## config.mk

```make
export PLATFORM = sky130hd
export DESIGN_NAME = dpmc_device_flat
export DESIGN_NICKNAME = d
export VERILOG_FILES = /design/src/design/dpmc_pkg.sv /design/src/design/dpmc_if.sv /design/src/design/dpmc_device.sv /design/src/flat_wrapper.sv
export SDC_FILE = /design/constraint.sdc
export NUM_CORES = 1
export LEC_CHECK = 0
export BUFFER_PORTS_ARGS = -buffer_cell sky130_fd_sc_hd__buf_2
export CAP_MARGIN = 10
export CELL_PAD_IN_SITES_DETAIL_PLACEMENT = 0
export CELL_PAD_IN_SITES_GLOBAL_PLACEMENT = 1
export CORE_AREA = 8 8 74 76
export CTS_CLUSTER_DIAMETER = 200
export CTS_CLUSTER_SIZE = 16
export DETAILED_ROUTE_END_ITERATION = 10
export DIE_AREA = 0 0 82 84
export PLACE_DENSITY_LB_ADDON = 0.1
export SLEW_MARGIN = 5
export SYNTH_ARGS = -nofsm -noshare
export SYNTH_HDL_FRONTEND = slang
export SYNTH_SLANG_ARGS = --single-unit
```

## constraint.sdc

```tcl
create_clock -name CLK -period 4.2 [get_ports CLK]
set_input_delay 0.84 -clock CLK [delete_from_list [all_inputs] [get_ports CLK]]
set_output_delay 0.84 -clock CLK [all_outputs]
set_load 0.02 [all_outputs]
```

## src/design/dpmc_pkg.sv

```systemverilog
// package: command codes, status bits and timing for power/mode commands
package dpmc_pkg;
  // command bytes (data_command_select low)
  localparam logic [7:0] CMD_SLEEP_ENTER  = 8'h10;
  localparam logic [7:0] CMD_SLEEP_EXIT   = 8'h11;
  localparam logic [7:0] CMD_PARTIAL_ON   = 8'h12;
  localparam logic [7:0] CMD_NORMAL_ON    = 8'h13;
  localparam logic [7:0] CMD_INVERT_OFF   = 8'h20;
  localparam logic [7:0] CMD_INVERT_ON    = 8'h21;
  localparam logic [7:0] CMD_GET_DIAG     = 8'h0F;
  // diagnostic status bit positions
  localparam int DIAG_REG_LOAD_BIT = 7;
  localparam int DIAG_FUNC_BIT     = 6;
  // timing
  localparam int CLK_HZ            = 50_000_000;
  localparam int SLEEP_WAIT_MS     = 5;
  localparam int EXIT_TO_ENTER_MS  = 120;
  localparam int SLEEP_WAIT_CYC    = SLEEP_WAIT_MS * (CLK_HZ / 1000);
  localparam int EXIT_TO_ENTER_CYC = EXIT_TO_ENTER_MS * (CLK_HZ / 1000);
  localparam int DIAG_CYC          = 4;
  localparam int STROBE_LOW_CYC    = 2;
  // host register offsets
  localparam logic [3:0] HREG_CMD    = 4'h0;
  localparam logic [3:0] HREG_STATUS = 4'h4;
  localparam logic [3:0] HREG_DIAG   = 4'h8;
  localparam logic [3:0] HREG_CFG    = 4'hC;
endpackage

```

## src/design/dpmc_if.sv

```systemverilog
// interface: parallel command bus between host and display device
interface dpmc_if;
  logic       data_command_select;
  logic       write_strobe_n;
  logic       read_strobe_n;
  logic [7:0] host_data;
  logic [7:0] dev_data;
  logic       dev_data_oe;
  logic [7:0] bus_level;
  assign bus_level = dev_data_oe ? dev_data : host_data;
  modport device (input data_command_select, write_strobe_n,
                  read_strobe_n, host_data,
                  output dev_data, dev_data_oe);
  modport host (output data_command_select, write_strobe_n,
                read_strobe_n, host_data,
                input dev_data, dev_data_oe);
endinterface

```

## src/design/dpmc_device.sv

```systemverilog
// device end: sleep, partial/normal and inversion command handling
// Functional notes
// - sleep-entry command puts device asleep
// - sleep halts pump, oscillator, scanning
// - sleep keeps interface alive, memory kept
// - sleep-entry while asleep is ignored
// - host waits 5 ms after sleep entry
// - host waits 120 ms exit before entry
// - host keeps video syncs two frames
// - sleep exit re-enables stopped blocks
// - host starts syncs two frames before exit
// - host waits 5 ms after sleep exit
// - sleep exit reloads factory defaults
// - sleep exit while awake only reruns the diagnostic
// - sleep exit runs self-diagnostic
// - partial entry enters partial mode
// - partial entry while partial is ignored
// - normal entry clears partial and scrolling
// - host keeps syncs after partial entry
// - host starts syncs before normal entry
// - normal entry while normal is ignored
// - invert exit stops inversion only
// - invert exit ignored when not inverting
// - reset: asleep, normal, not inverting
// - diagnostic read: bit7 load, bit6 function
//
// The placing of the registers and the plain strobed port are this design's own decisions.
module dpmc_device
  import dpmc_pkg::*;
#(
  parameter logic REG_LOAD_OK = 1'b1,
  parameter logic FUNC_OK     = 1'b1
) (
  // clock and reset
  input  wire logic CLK,
  input  wire logic ARST_N,
  input  wire logic SOFT_RESET,
  // command bus
  dpmc_if.device    bus,
  // panel-side state
  output logic      SLEEPING,
  output logic      PUMP_EN,
  output logic      OSC_EN,
  output logic      SCAN_EN,
  output logic      PARTIAL_MODE,
  output logic      SCROLL_ON,
  output logic      INVERT_ON,
  output logic      DEFAULTS_LOAD,
  output logic      DIAG_BUSY,
  input  wire logic SET_SCROLL,
  input  wire logic SET_INVERT
);
  // ==========================================================
  // input synchronisers
  logic [2:0] wr_sync_reg;
  logic [2:0] rd_sync_reg;
  logic [1:0] dc_sync_reg;
  logic [7:0] d0_reg;
  logic [7:0] d1_reg;
  always_ff @(posedge CLK or negedge ARST_N) begin
    if (!ARST_N) begin
      wr_sync_reg <= 3'h7;
      rd_sync_reg <= 3'h7;
      dc_sync_reg <= 2'h3;
      d0_reg      <= 8'h00;
      d1_reg      <= 8'h00;
    end else begin
      wr_sync_reg <= {wr_sync_reg[1:0], bus.write_strobe_n};
      rd_sync_reg <= {rd_sync_reg[1:0], bus.read_strobe_n};
      dc_sync_reg <= {dc_sync_reg[0], bus.data_command_select};
      d0_reg      <= bus.host_data;
      d1_reg      <= d0_reg;
    end
  end
  // byte taken on rising write strobe (stage 2 vs stage 3)
  logic wr_rise;
  logic cmd_take;
  logic [7:0] cmd_byte;
  assign wr_rise  = wr_sync_reg[1] & ~wr_sync_reg[2];
  assign cmd_take = wr_rise & ~dc_sync_reg[1];
  assign cmd_byte = d1_reg;

  // ==========================================================
  // state flags
  logic sleep_reg;
  logic partial_reg;
  logic scroll_reg;
  logic invert_reg;
  logic soft_rst;
  assign soft_rst = SOFT_RESET;
  always_ff @(posedge CLK or negedge ARST_N) begin
    if (!ARST_N) begin
      sleep_reg <= 1'b1;
    end else if (soft_rst) begin
      sleep_reg <= 1'b1;
    end else if (cmd_take && cmd_byte == CMD_SLEEP_ENTER) begin
      sleep_reg <= 1'b1;
    end else if (cmd_take && cmd_byte == CMD_SLEEP_EXIT) begin
      sleep_reg <= 1'b0;
    end
  end
  always_ff @(posedge CLK or negedge ARST_N) begin
    if (!ARST_N) begin
      partial_reg <= 1'b0;
    end else if (soft_rst) begin
      partial_reg <= 1'b0;
    end else if (cmd_take && cmd_byte == CMD_PARTIAL_ON) begin
      partial_reg <= 1'b1;
    end else if (cmd_take && cmd_byte == CMD_NORMAL_ON) begin
      partial_reg <= 1'b0;
    end
  end
  // scroll is set elsewhere; normal entry turns it off
  always_ff @(posedge CLK or negedge ARST_N) begin
    if (!ARST_N) begin
      scroll_reg <= 1'b0;
    end else if (soft_rst) begin
      scroll_reg <= 1'b0;
    end else if (SET_SCROLL) begin
      // set wins over a clear in the same cycle
      scroll_reg <= 1'b1;
    end else if (cmd_take && cmd_byte == CMD_NORMAL_ON) begin
      scroll_reg <= 1'b0;
    end
  end
  // invert exit touches only this flag
  always_ff @(posedge CLK or negedge ARST_N) begin
    if (!ARST_N) begin
      invert_reg <= 1'b0;
    end else if (soft_rst) begin
      invert_reg <= 1'b0;
    end else if (SET_INVERT) begin
      invert_reg <= 1'b1;
    end else if (cmd_take && cmd_byte == CMD_INVERT_OFF) begin
      invert_reg <= 1'b0;
    end else if (cmd_take && cmd_byte == CMD_INVERT_ON) begin
      invert_reg <= 1'b1;
    end
  end

  // ==========================================================
  // wake sequence: default reload and diagnostic start in the same cycle
  logic wake;
  logic load_reg;
  logic [2:0] diag_cnt_reg;
  logic diag_done_reg;
  assign wake = cmd_take && cmd_byte == CMD_SLEEP_EXIT && sleep_reg;
  always_ff @(posedge CLK or negedge ARST_N) begin
    if (!ARST_N) begin
      load_reg <= 1'b0;
    end else begin
      load_reg <= wake;
    end
  end
  always_ff @(posedge CLK or negedge ARST_N) begin
    if (!ARST_N) begin
      diag_cnt_reg <= 3'h0;
    end else if (soft_rst) begin
      diag_cnt_reg <= 3'h0;
    end else if (cmd_take && cmd_byte == CMD_SLEEP_EXIT) begin
      diag_cnt_reg <= 3'(DIAG_CYC);
    end else if (diag_cnt_reg != 3'h0) begin
      diag_cnt_reg <= diag_cnt_reg - 3'h1;
    end
  end
  // result cleared at sleep entry, valid once diagnostic ends
  always_ff @(posedge CLK or negedge ARST_N) begin
    if (!ARST_N) begin
      diag_done_reg <= 1'b0;
    end else if (soft_rst || (cmd_take && cmd_byte == CMD_SLEEP_ENTER)) begin
      diag_done_reg <= 1'b0;
    end else if (diag_cnt_reg == 3'h1) begin
      diag_done_reg <= 1'b1;
    end
  end

  // ==========================================================
  // status read: command 0Fh, then dummy, then result byte
  logic       rd_fall;
  logic [1:0] rd_phase_reg;
  logic       diag_sel_reg;
  logic [7:0] rd_data_reg;
  logic [7:0] diag_byte;
  assign rd_fall = ~rd_sync_reg[1] & rd_sync_reg[2];
  always_comb begin
    diag_byte = 8'h00;
    diag_byte[DIAG_REG_LOAD_BIT] = diag_done_reg & REG_LOAD_OK;
    diag_byte[DIAG_FUNC_BIT]     = diag_done_reg & FUNC_OK;
  end
  always_ff @(posedge CLK or negedge ARST_N) begin
    if (!ARST_N) begin
      diag_sel_reg <= 1'b0;
      rd_phase_reg <= 2'h0;
    end else if (cmd_take) begin
      diag_sel_reg <= (cmd_byte == CMD_GET_DIAG);
      rd_phase_reg <= 2'h0;
    end else if (rd_fall && rd_phase_reg != 2'h2) begin
      rd_phase_reg <= rd_phase_reg + 2'h1;
    end
  end
  always_ff @(posedge CLK or negedge ARST_N) begin
    if (!ARST_N) begin
      rd_data_reg <= 8'h00;
    end else if (rd_fall) begin
      rd_data_reg <= (diag_sel_reg && rd_phase_reg == 2'h1) ?
                     diag_byte : 8'h00;
    end
  end
  // interface keeps working in sleep; nothing here is gated
  assign bus.dev_data    = rd_data_reg;
  assign bus.dev_data_oe = ~rd_sync_reg[1] & dc_sync_reg[1];

  // ==========================================================
  // outputs
  assign SLEEPING      = sleep_reg;
  assign PUMP_EN       = ~sleep_reg;
  assign OSC_EN        = ~sleep_reg;
  assign SCAN_EN       = ~sleep_reg;
  assign PARTIAL_MODE  = partial_reg;
  assign SCROLL_ON     = scroll_reg;
  assign INVERT_ON     = invert_reg;
  assign DEFAULTS_LOAD = load_reg;
  assign DIAG_BUSY     = diag_cnt_reg != 3'h0;
endmodule

```

## src/flat_wrapper.sv

```systemverilog
// flat-port wrapper written by rule: the top's interface ports become plain ports
module dpmc_device_flat import dpmc_pkg::*;
#(
  parameter logic REG_LOAD_OK = 1'b1,
  parameter logic FUNC_OK     = 1'b1
)
  (CLK, ARST_N, SOFT_RESET, SLEEPING, PUMP_EN, OSC_EN, SCAN_EN, PARTIAL_MODE, SCROLL_ON, INVERT_ON, DEFAULTS_LOAD, DIAG_BUSY, SET_SCROLL, SET_INVERT, bus_data_command_select, bus_write_strobe_n, bus_read_strobe_n, bus_host_data, bus_dev_data, bus_dev_data_oe);
  dpmc_if bus_i ();
  input  wire logic CLK;
  input  wire logic ARST_N;
  input  wire logic SOFT_RESET;
  output logic SLEEPING;
  output logic PUMP_EN;
  output logic OSC_EN;
  output logic SCAN_EN;
  output logic PARTIAL_MODE;
  output logic SCROLL_ON;
  output logic INVERT_ON;
  output logic DEFAULTS_LOAD;
  output logic DIAG_BUSY;
  input  wire logic SET_SCROLL;
  input  wire logic SET_INVERT;
  input wire logic [$bits(bus_i.data_command_select)-1:0] bus_data_command_select;
  input wire logic [$bits(bus_i.write_strobe_n)-1:0] bus_write_strobe_n;
  input wire logic [$bits(bus_i.read_strobe_n)-1:0] bus_read_strobe_n;
  input wire logic [$bits(bus_i.host_data)-1:0] bus_host_data;
  output wire logic [$bits(bus_i.dev_data)-1:0] bus_dev_data;
  output wire logic [$bits(bus_i.dev_data_oe)-1:0] bus_dev_data_oe;
  assign bus_i.data_command_select = bus_data_command_select;
  assign bus_i.write_strobe_n = bus_write_strobe_n;
  assign bus_i.read_strobe_n = bus_read_strobe_n;
  assign bus_i.host_data = bus_host_data;
  assign bus_dev_data = bus_i.dev_data;
  assign bus_dev_data_oe = bus_i.dev_data_oe;
  dpmc_device #(.REG_LOAD_OK(REG_LOAD_OK), .FUNC_OK(FUNC_OK)) u_core (.CLK(CLK), .ARST_N(ARST_N), .SOFT_RESET(SOFT_RESET), .bus(bus_i), .SLEEPING(SLEEPING), .PUMP_EN(PUMP_EN), .OSC_EN(OSC_EN), .SCAN_EN(SCAN_EN), .PARTIAL_MODE(PARTIAL_MODE), .SCROLL_ON(SCROLL_ON), .INVERT_ON(INVERT_ON), .DEFAULTS_LOAD(DEFAULTS_LOAD), .DIAG_BUSY(DIAG_BUSY), .SET_SCROLL(SET_SCROLL), .SET_INVERT(SET_INVERT));
endmodule
```

### After elaboration in Yosys (flattened, before gate mapping)

Index checks and enable logic that the tools add are counted.

| word-level totals | value |
|---|---|
| register bits after elaboration | 44 |
| output and inout port bits | 18 |

| cells by class | value |
|---|---|
| bitwise gates (word level) | 8 |
| reductions and logical operators | 18 |
| multiplexer cells | 20 |
| equality and inequality tests | 10 |
| add/subtract/negate cells | 2 |

Operators by type and width:

| operator | count |
|---|---|
| $eq A8 B5 Y1 const B | 4 |
| $eq A8 B6 Y1 const B | 2 |
| $reduce_bool A3 Y1 | 5 |
| $mux W1 | 14 |
| $logic_and A1 B1 Y1 | 9 |
| $mux W3 | 3 |
| $eq A8 B4 Y1 const B | 1 |
| $mux W8 | 1 |
| $and A1 B1 Y1 | 4 |
| $mux W2 | 2 |
| $not A1 Y1 | 4 |
| $reduce_bool A2 Y1 | 2 |
| $reduce_bool A4 Y1 | 1 |
| $eq A3 B1 Y1 const B | 1 |
| $sub A3 B1 Y3 const B | 1 |
| $add A2 B1 Y2 const B | 1 |
| $eq A2 B1 Y1 const B | 1 |
| $ne A2 B2 Y1 const B | 1 |
| $logic_or A1 B1 Y1 | 1 |

### Logic depth before layout (Yosys ltp)

| depth | value |
|---|---|
| depth after elaboration | 8 |
| gate-level depth with buffers | 5 |
| gate-level depth less buffers | 5 |

### Least setup slack after synthesis

No wires, ideal clock.

| timing path | value |
|---|---|
| path type | register to output |
| start point | register u_core.sleep_reg, in the netlist u_core.SLEEPING |
| end point | output PUMP_EN |
| arrival | 0.905 ns |
| path slack | 2.455 ns |
| stages on the path, launching flop included | 3 |
| path buffers | 1 |
| cells stage by stage | dfstp_2 inv_1 buf_4 |

| on the way | value |
|---|---|
| longest elaborated chain between the ends | 1 |

Ends and longest elaborated chain:

| item | RTL line | source |
|---|---|---|
| from (decl) | dpmc_device.sv:85 | `logic sleep_reg;` |
| from (signal assigned) | dpmc_device.sv:93 | `sleep_reg <= 1'b1;` |
| from (signal assigned) | dpmc_device.sv:95 | `sleep_reg <= 1'b1;` |
| from (signal assigned) | dpmc_device.sv:97 | `sleep_reg <= 1'b1;` |
| $not A1 Y1 | n/a |  |
| to (decl) | flat_wrapper.sv:13 | `output logic PUMP_EN;` |

Every way passes these cells.

### Final worst setup path

| timing path | value |
|---|---|
| start point | register u_core.diag_cnt_reg[0] |
| end point | output DIAG_BUSY |

| on the way | value |
|---|---|
| longest elaborated chain between the ends | 1 |

Ends and longest elaborated chain:

| item | RTL line | source |
|---|---|---|
| from (decl) | dpmc_device.sv:145 | `logic [2:0] diag_cnt_reg;` |
| from (signal assigned) | dpmc_device.sv:161 | `diag_cnt_reg <= 3'(DIAG_CYC);` |
| from (signal assigned) | dpmc_device.sv:163 | `diag_cnt_reg <= diag_cnt_reg - 3'h1;` |
| $reduce_bool A3 Y1 | dpmc_device.sv:223 | `assign DIAG_BUSY = diag_cnt_reg != 3'h0;` |
| to (decl) | flat_wrapper.sv:20 | `output logic DIAG_BUSY;` |

Every way passes these cells.

==> flow_metrics.tcl <==
set metrics [dict create \
    critPathCaptureType "primary output" \
    finalSetupTns_ps 0 \
    yosys_warnings 0 \
    grt_max_degree 38 \
    syn-mean-instance-area_sq_um 13.15 \
    via_per_inst 4.368 \
    max_freq_ghz 0.4694 \
    syn_area_sq_um 1460 \
    first_iter_violations 9 \
    place_hpwl_um 1821 \
    worst_path_max_delay_cell "dfrtp_1" \
    cts.repair.resized 0 \
    placedInstanceArea_sq_um 1608 \
    fin_util_pct 40.43 \
    path_max_fanout 4 \
    min_from "u_core.d0_reg[4]" \
    drc 0 \
    hold-path-cell-count 0 \
    finalSetupViolCount 0 \
    rr_startpoint "u_core.wr_sync_reg[1]" \
    die_x_um 82 \
    async_reset_ff_share_pct 100.0 \
    synthCells 111 \
    cts_tree "built" \
    netlist.top_cell.by_area "dfrtp_1" \
    finalNetCount 161 \
    tightest_slew_ps 779.8 \
    place.gp.congestion 0.7528 \
    fill_cells 421 \
    rows 24 \
    cts_made_buffers 5 \
    routed-via-count 843 \
    die_h_um 84 \
    cts_htree_levels 2 \
    arrival_ps 1290 \
    drt-total-wl_um 2390 \
    p_leak_nw 0.8147 \
    diodes 0 \
    fin_crit_sh_pct 50.72 \
    io_buffers 27 \
    path_delay_family "flip-flops" \
    clkSinkCount 37 \
    ys_seq_elements 37 \
    hold-worst-slack_ps 347.7 \
    grt_util_met3_pct 4.095 \
    max_cap_violations 0 \
    synth.area.top_cells "dfrtp_1 48%, dfstp_2 16%, buf_4 4.6%, ha_1 4.3%, inv_1 2.3%" \
    p_per_area_nw_per_um2 514.1 \
    relSlewSlack_pct 48.01 \
    grt_pass1_vias 892 \
    r2r_slack_ps 2500 \
    clk_path_buf_depth 2 \
    timing.final.crit_period_ps 2130 \
    power_w 0.0008864 \
    root_buffer "clkbuf_8" \
    r2r_end "u_core.PARTIAL_MODE" \
    synth_edf_count 0 \
    drt_first_pass_iters 2 \
    stdcell_area_sq_um 1724 \
    crit_type "register to primary output" \
    hold_end "u_core.cmd_byte[4]" \
    grtUsageTotal_pct 7.794 \
    post_cts_buffers 0 \
    overflow 0 \
    r2r_cells 3 \
    ir_worst_vdd_mv 0.2558 \
    path_clk_slew_ps 70 \
    syn2layout_area_growth_pct 18.08 \
    worstSkewPairLatency_ps 280 \
    cp.required_ps 3360 \
    slew_violations 0 \
    yosysUniqueCellTypes 38 \
    status "finished, final reports clean" \
    use_met1_pct 8.757 \
    final-hold-violation-count 0 \
    layout-drive-gt1-share_pct 37.59 \
    hold_class "register to register" \
    antenna_found_initial 0 \
    ys_seq_area_share_pct 64.18 \
    final_antenna_net_count 0 \
    startpoint_type "register" \
    synth_top_area_share_pct 47.99 \
    dieArea_sq_um 6888 \
    busiest_layer "met2" \
    cts_hold_buf 0 \
    path_cells "inv_1, ha_1, nand2b_1, buf_2" \
    core-area_sq_um 4264 \
    crit_buf_inv 2 \
    fin_skew_ps 6.776 \
    ios 34 \
    gr-usage-met2_pct 11.85 \
    max_stage_delay_ps 390 \
    avgRoutedWirePerCell_um 12.38 \
    rsz0062_at_grt "false" \
    grt_first_pass_wirelength_um 4098 \
    synth_flop_cell "dfrtp_1" \
    start_util_pct 34.24 \
]
[cells in the final DEF (no fill, tap or decap), types with 2 or more instances in the layout]
| cell type | n |
|---|---|
| inv_1 | 9 |
| conb_1 | 6 |
| and2_1 | 2 |
| ha_1 | 5 |
| a21oi_1 | 3 |
| buf_2 | 27 |
| nor3_1 | 4 |
| nor2b_1 | 2 |
| clkbuf_8 | 6 |
| nor3b_1 | 2 |
| nand2b_1 | 3 |
| dfrtp_1 | 28 |
| nor2_1 | 4 |
| nand2_1 | 4 |
| o21ai_0 | 2 |
| dfstp_2 | 9 |
| xnor2_1 | 2 |
[report_power, final]
group | total, W | internal [W] | switching, W
Sequential | 0.000423 | 0.000397 | 0.0000258
Combinational | 0.000156 | 0.0000675 | 0.0000889
Clock | 0.000307 | 0.000193 | 0.000114
[cells by family after synthesis]
family | count (synthesis) | share of synthesized area, %
buffers and inverters | 19 | 7.197
DFF | 37 | 64.18
xor gates and xnor gates | 2 | 1.200
other | 1 | 0.2568
adders and majority gates | 5 | 4.284
muxes | 1 | 0.7712
AOI/OAI and AO/OA | 12 | 5.827
and+or+nand+nor | 34 | 16.28
[area by class of cell]
| cell class | count | area [sq um] | share of cell area, % |
|---|---|---|---|
| inverter | 9 | 33.78 | 1.959 |
| tap | 52 | 65.06 | 3.774 |
| clock inverter | 1 | 30.03 | 1.742 |
| sequential | 37 | 937.1 | 54.35 |
| multi-input combinational | 60 | 436.7 | 25.33 |
| timing repair buffer | 27 | 135.1 | 7.837 |
| clock buffer | 7 | 86.33 | 5.007 |
[synthesized netlist by cell type (3+ instances only)]
cell type,n
nand2_1,4
a21oi_1,3
nand2b_1,3
ha_1,5
dfstp_2,9
dfrtp_1,28
buf_4,9
inv_1,9
nor2_1,4
nor3_1,4
[metal layers]
metal  share of wire, %  wire, um
met5                  0         0
met4                1.0        24
met3                 10       243
met2                 48      1137
met1                 41       985
[per-stage QoR]
| stage | instances | setup WS [ps] |
|---|---|---|
| after floorplan | 116 | 2455 |
| after global placement | 185 | 2430 |
| after detailed placement | 185 | 2363 |
| after CTS | 193 | 2049 |
| after global routing | 193 | 1953 |
| final | 193 | 2070 |
[worst max path at each step]
stage / startpoint / end / slack [ps] / depth (start not counted)
after floorplan: u_core.SLEEPING / PUMP_EN / 2450 / 2
after global placement: u_core.diag_cnt_reg[0] / DIAG_BUSY / 2430 / 4
after detailed placement: u_core.diag_cnt_reg[0] / DIAG_BUSY / 2360 / 4
after CTS: u_core.diag_cnt_reg[0] / DIAG_BUSY / 2050 / 4
after global routing: u_core.diag_cnt_reg[0] / DIAG_BUSY / 1950 / 4
final: u_core.diag_cnt_reg[0] / DIAG_BUSY / 2070 / 4
(Power assumes the default switching activity.)
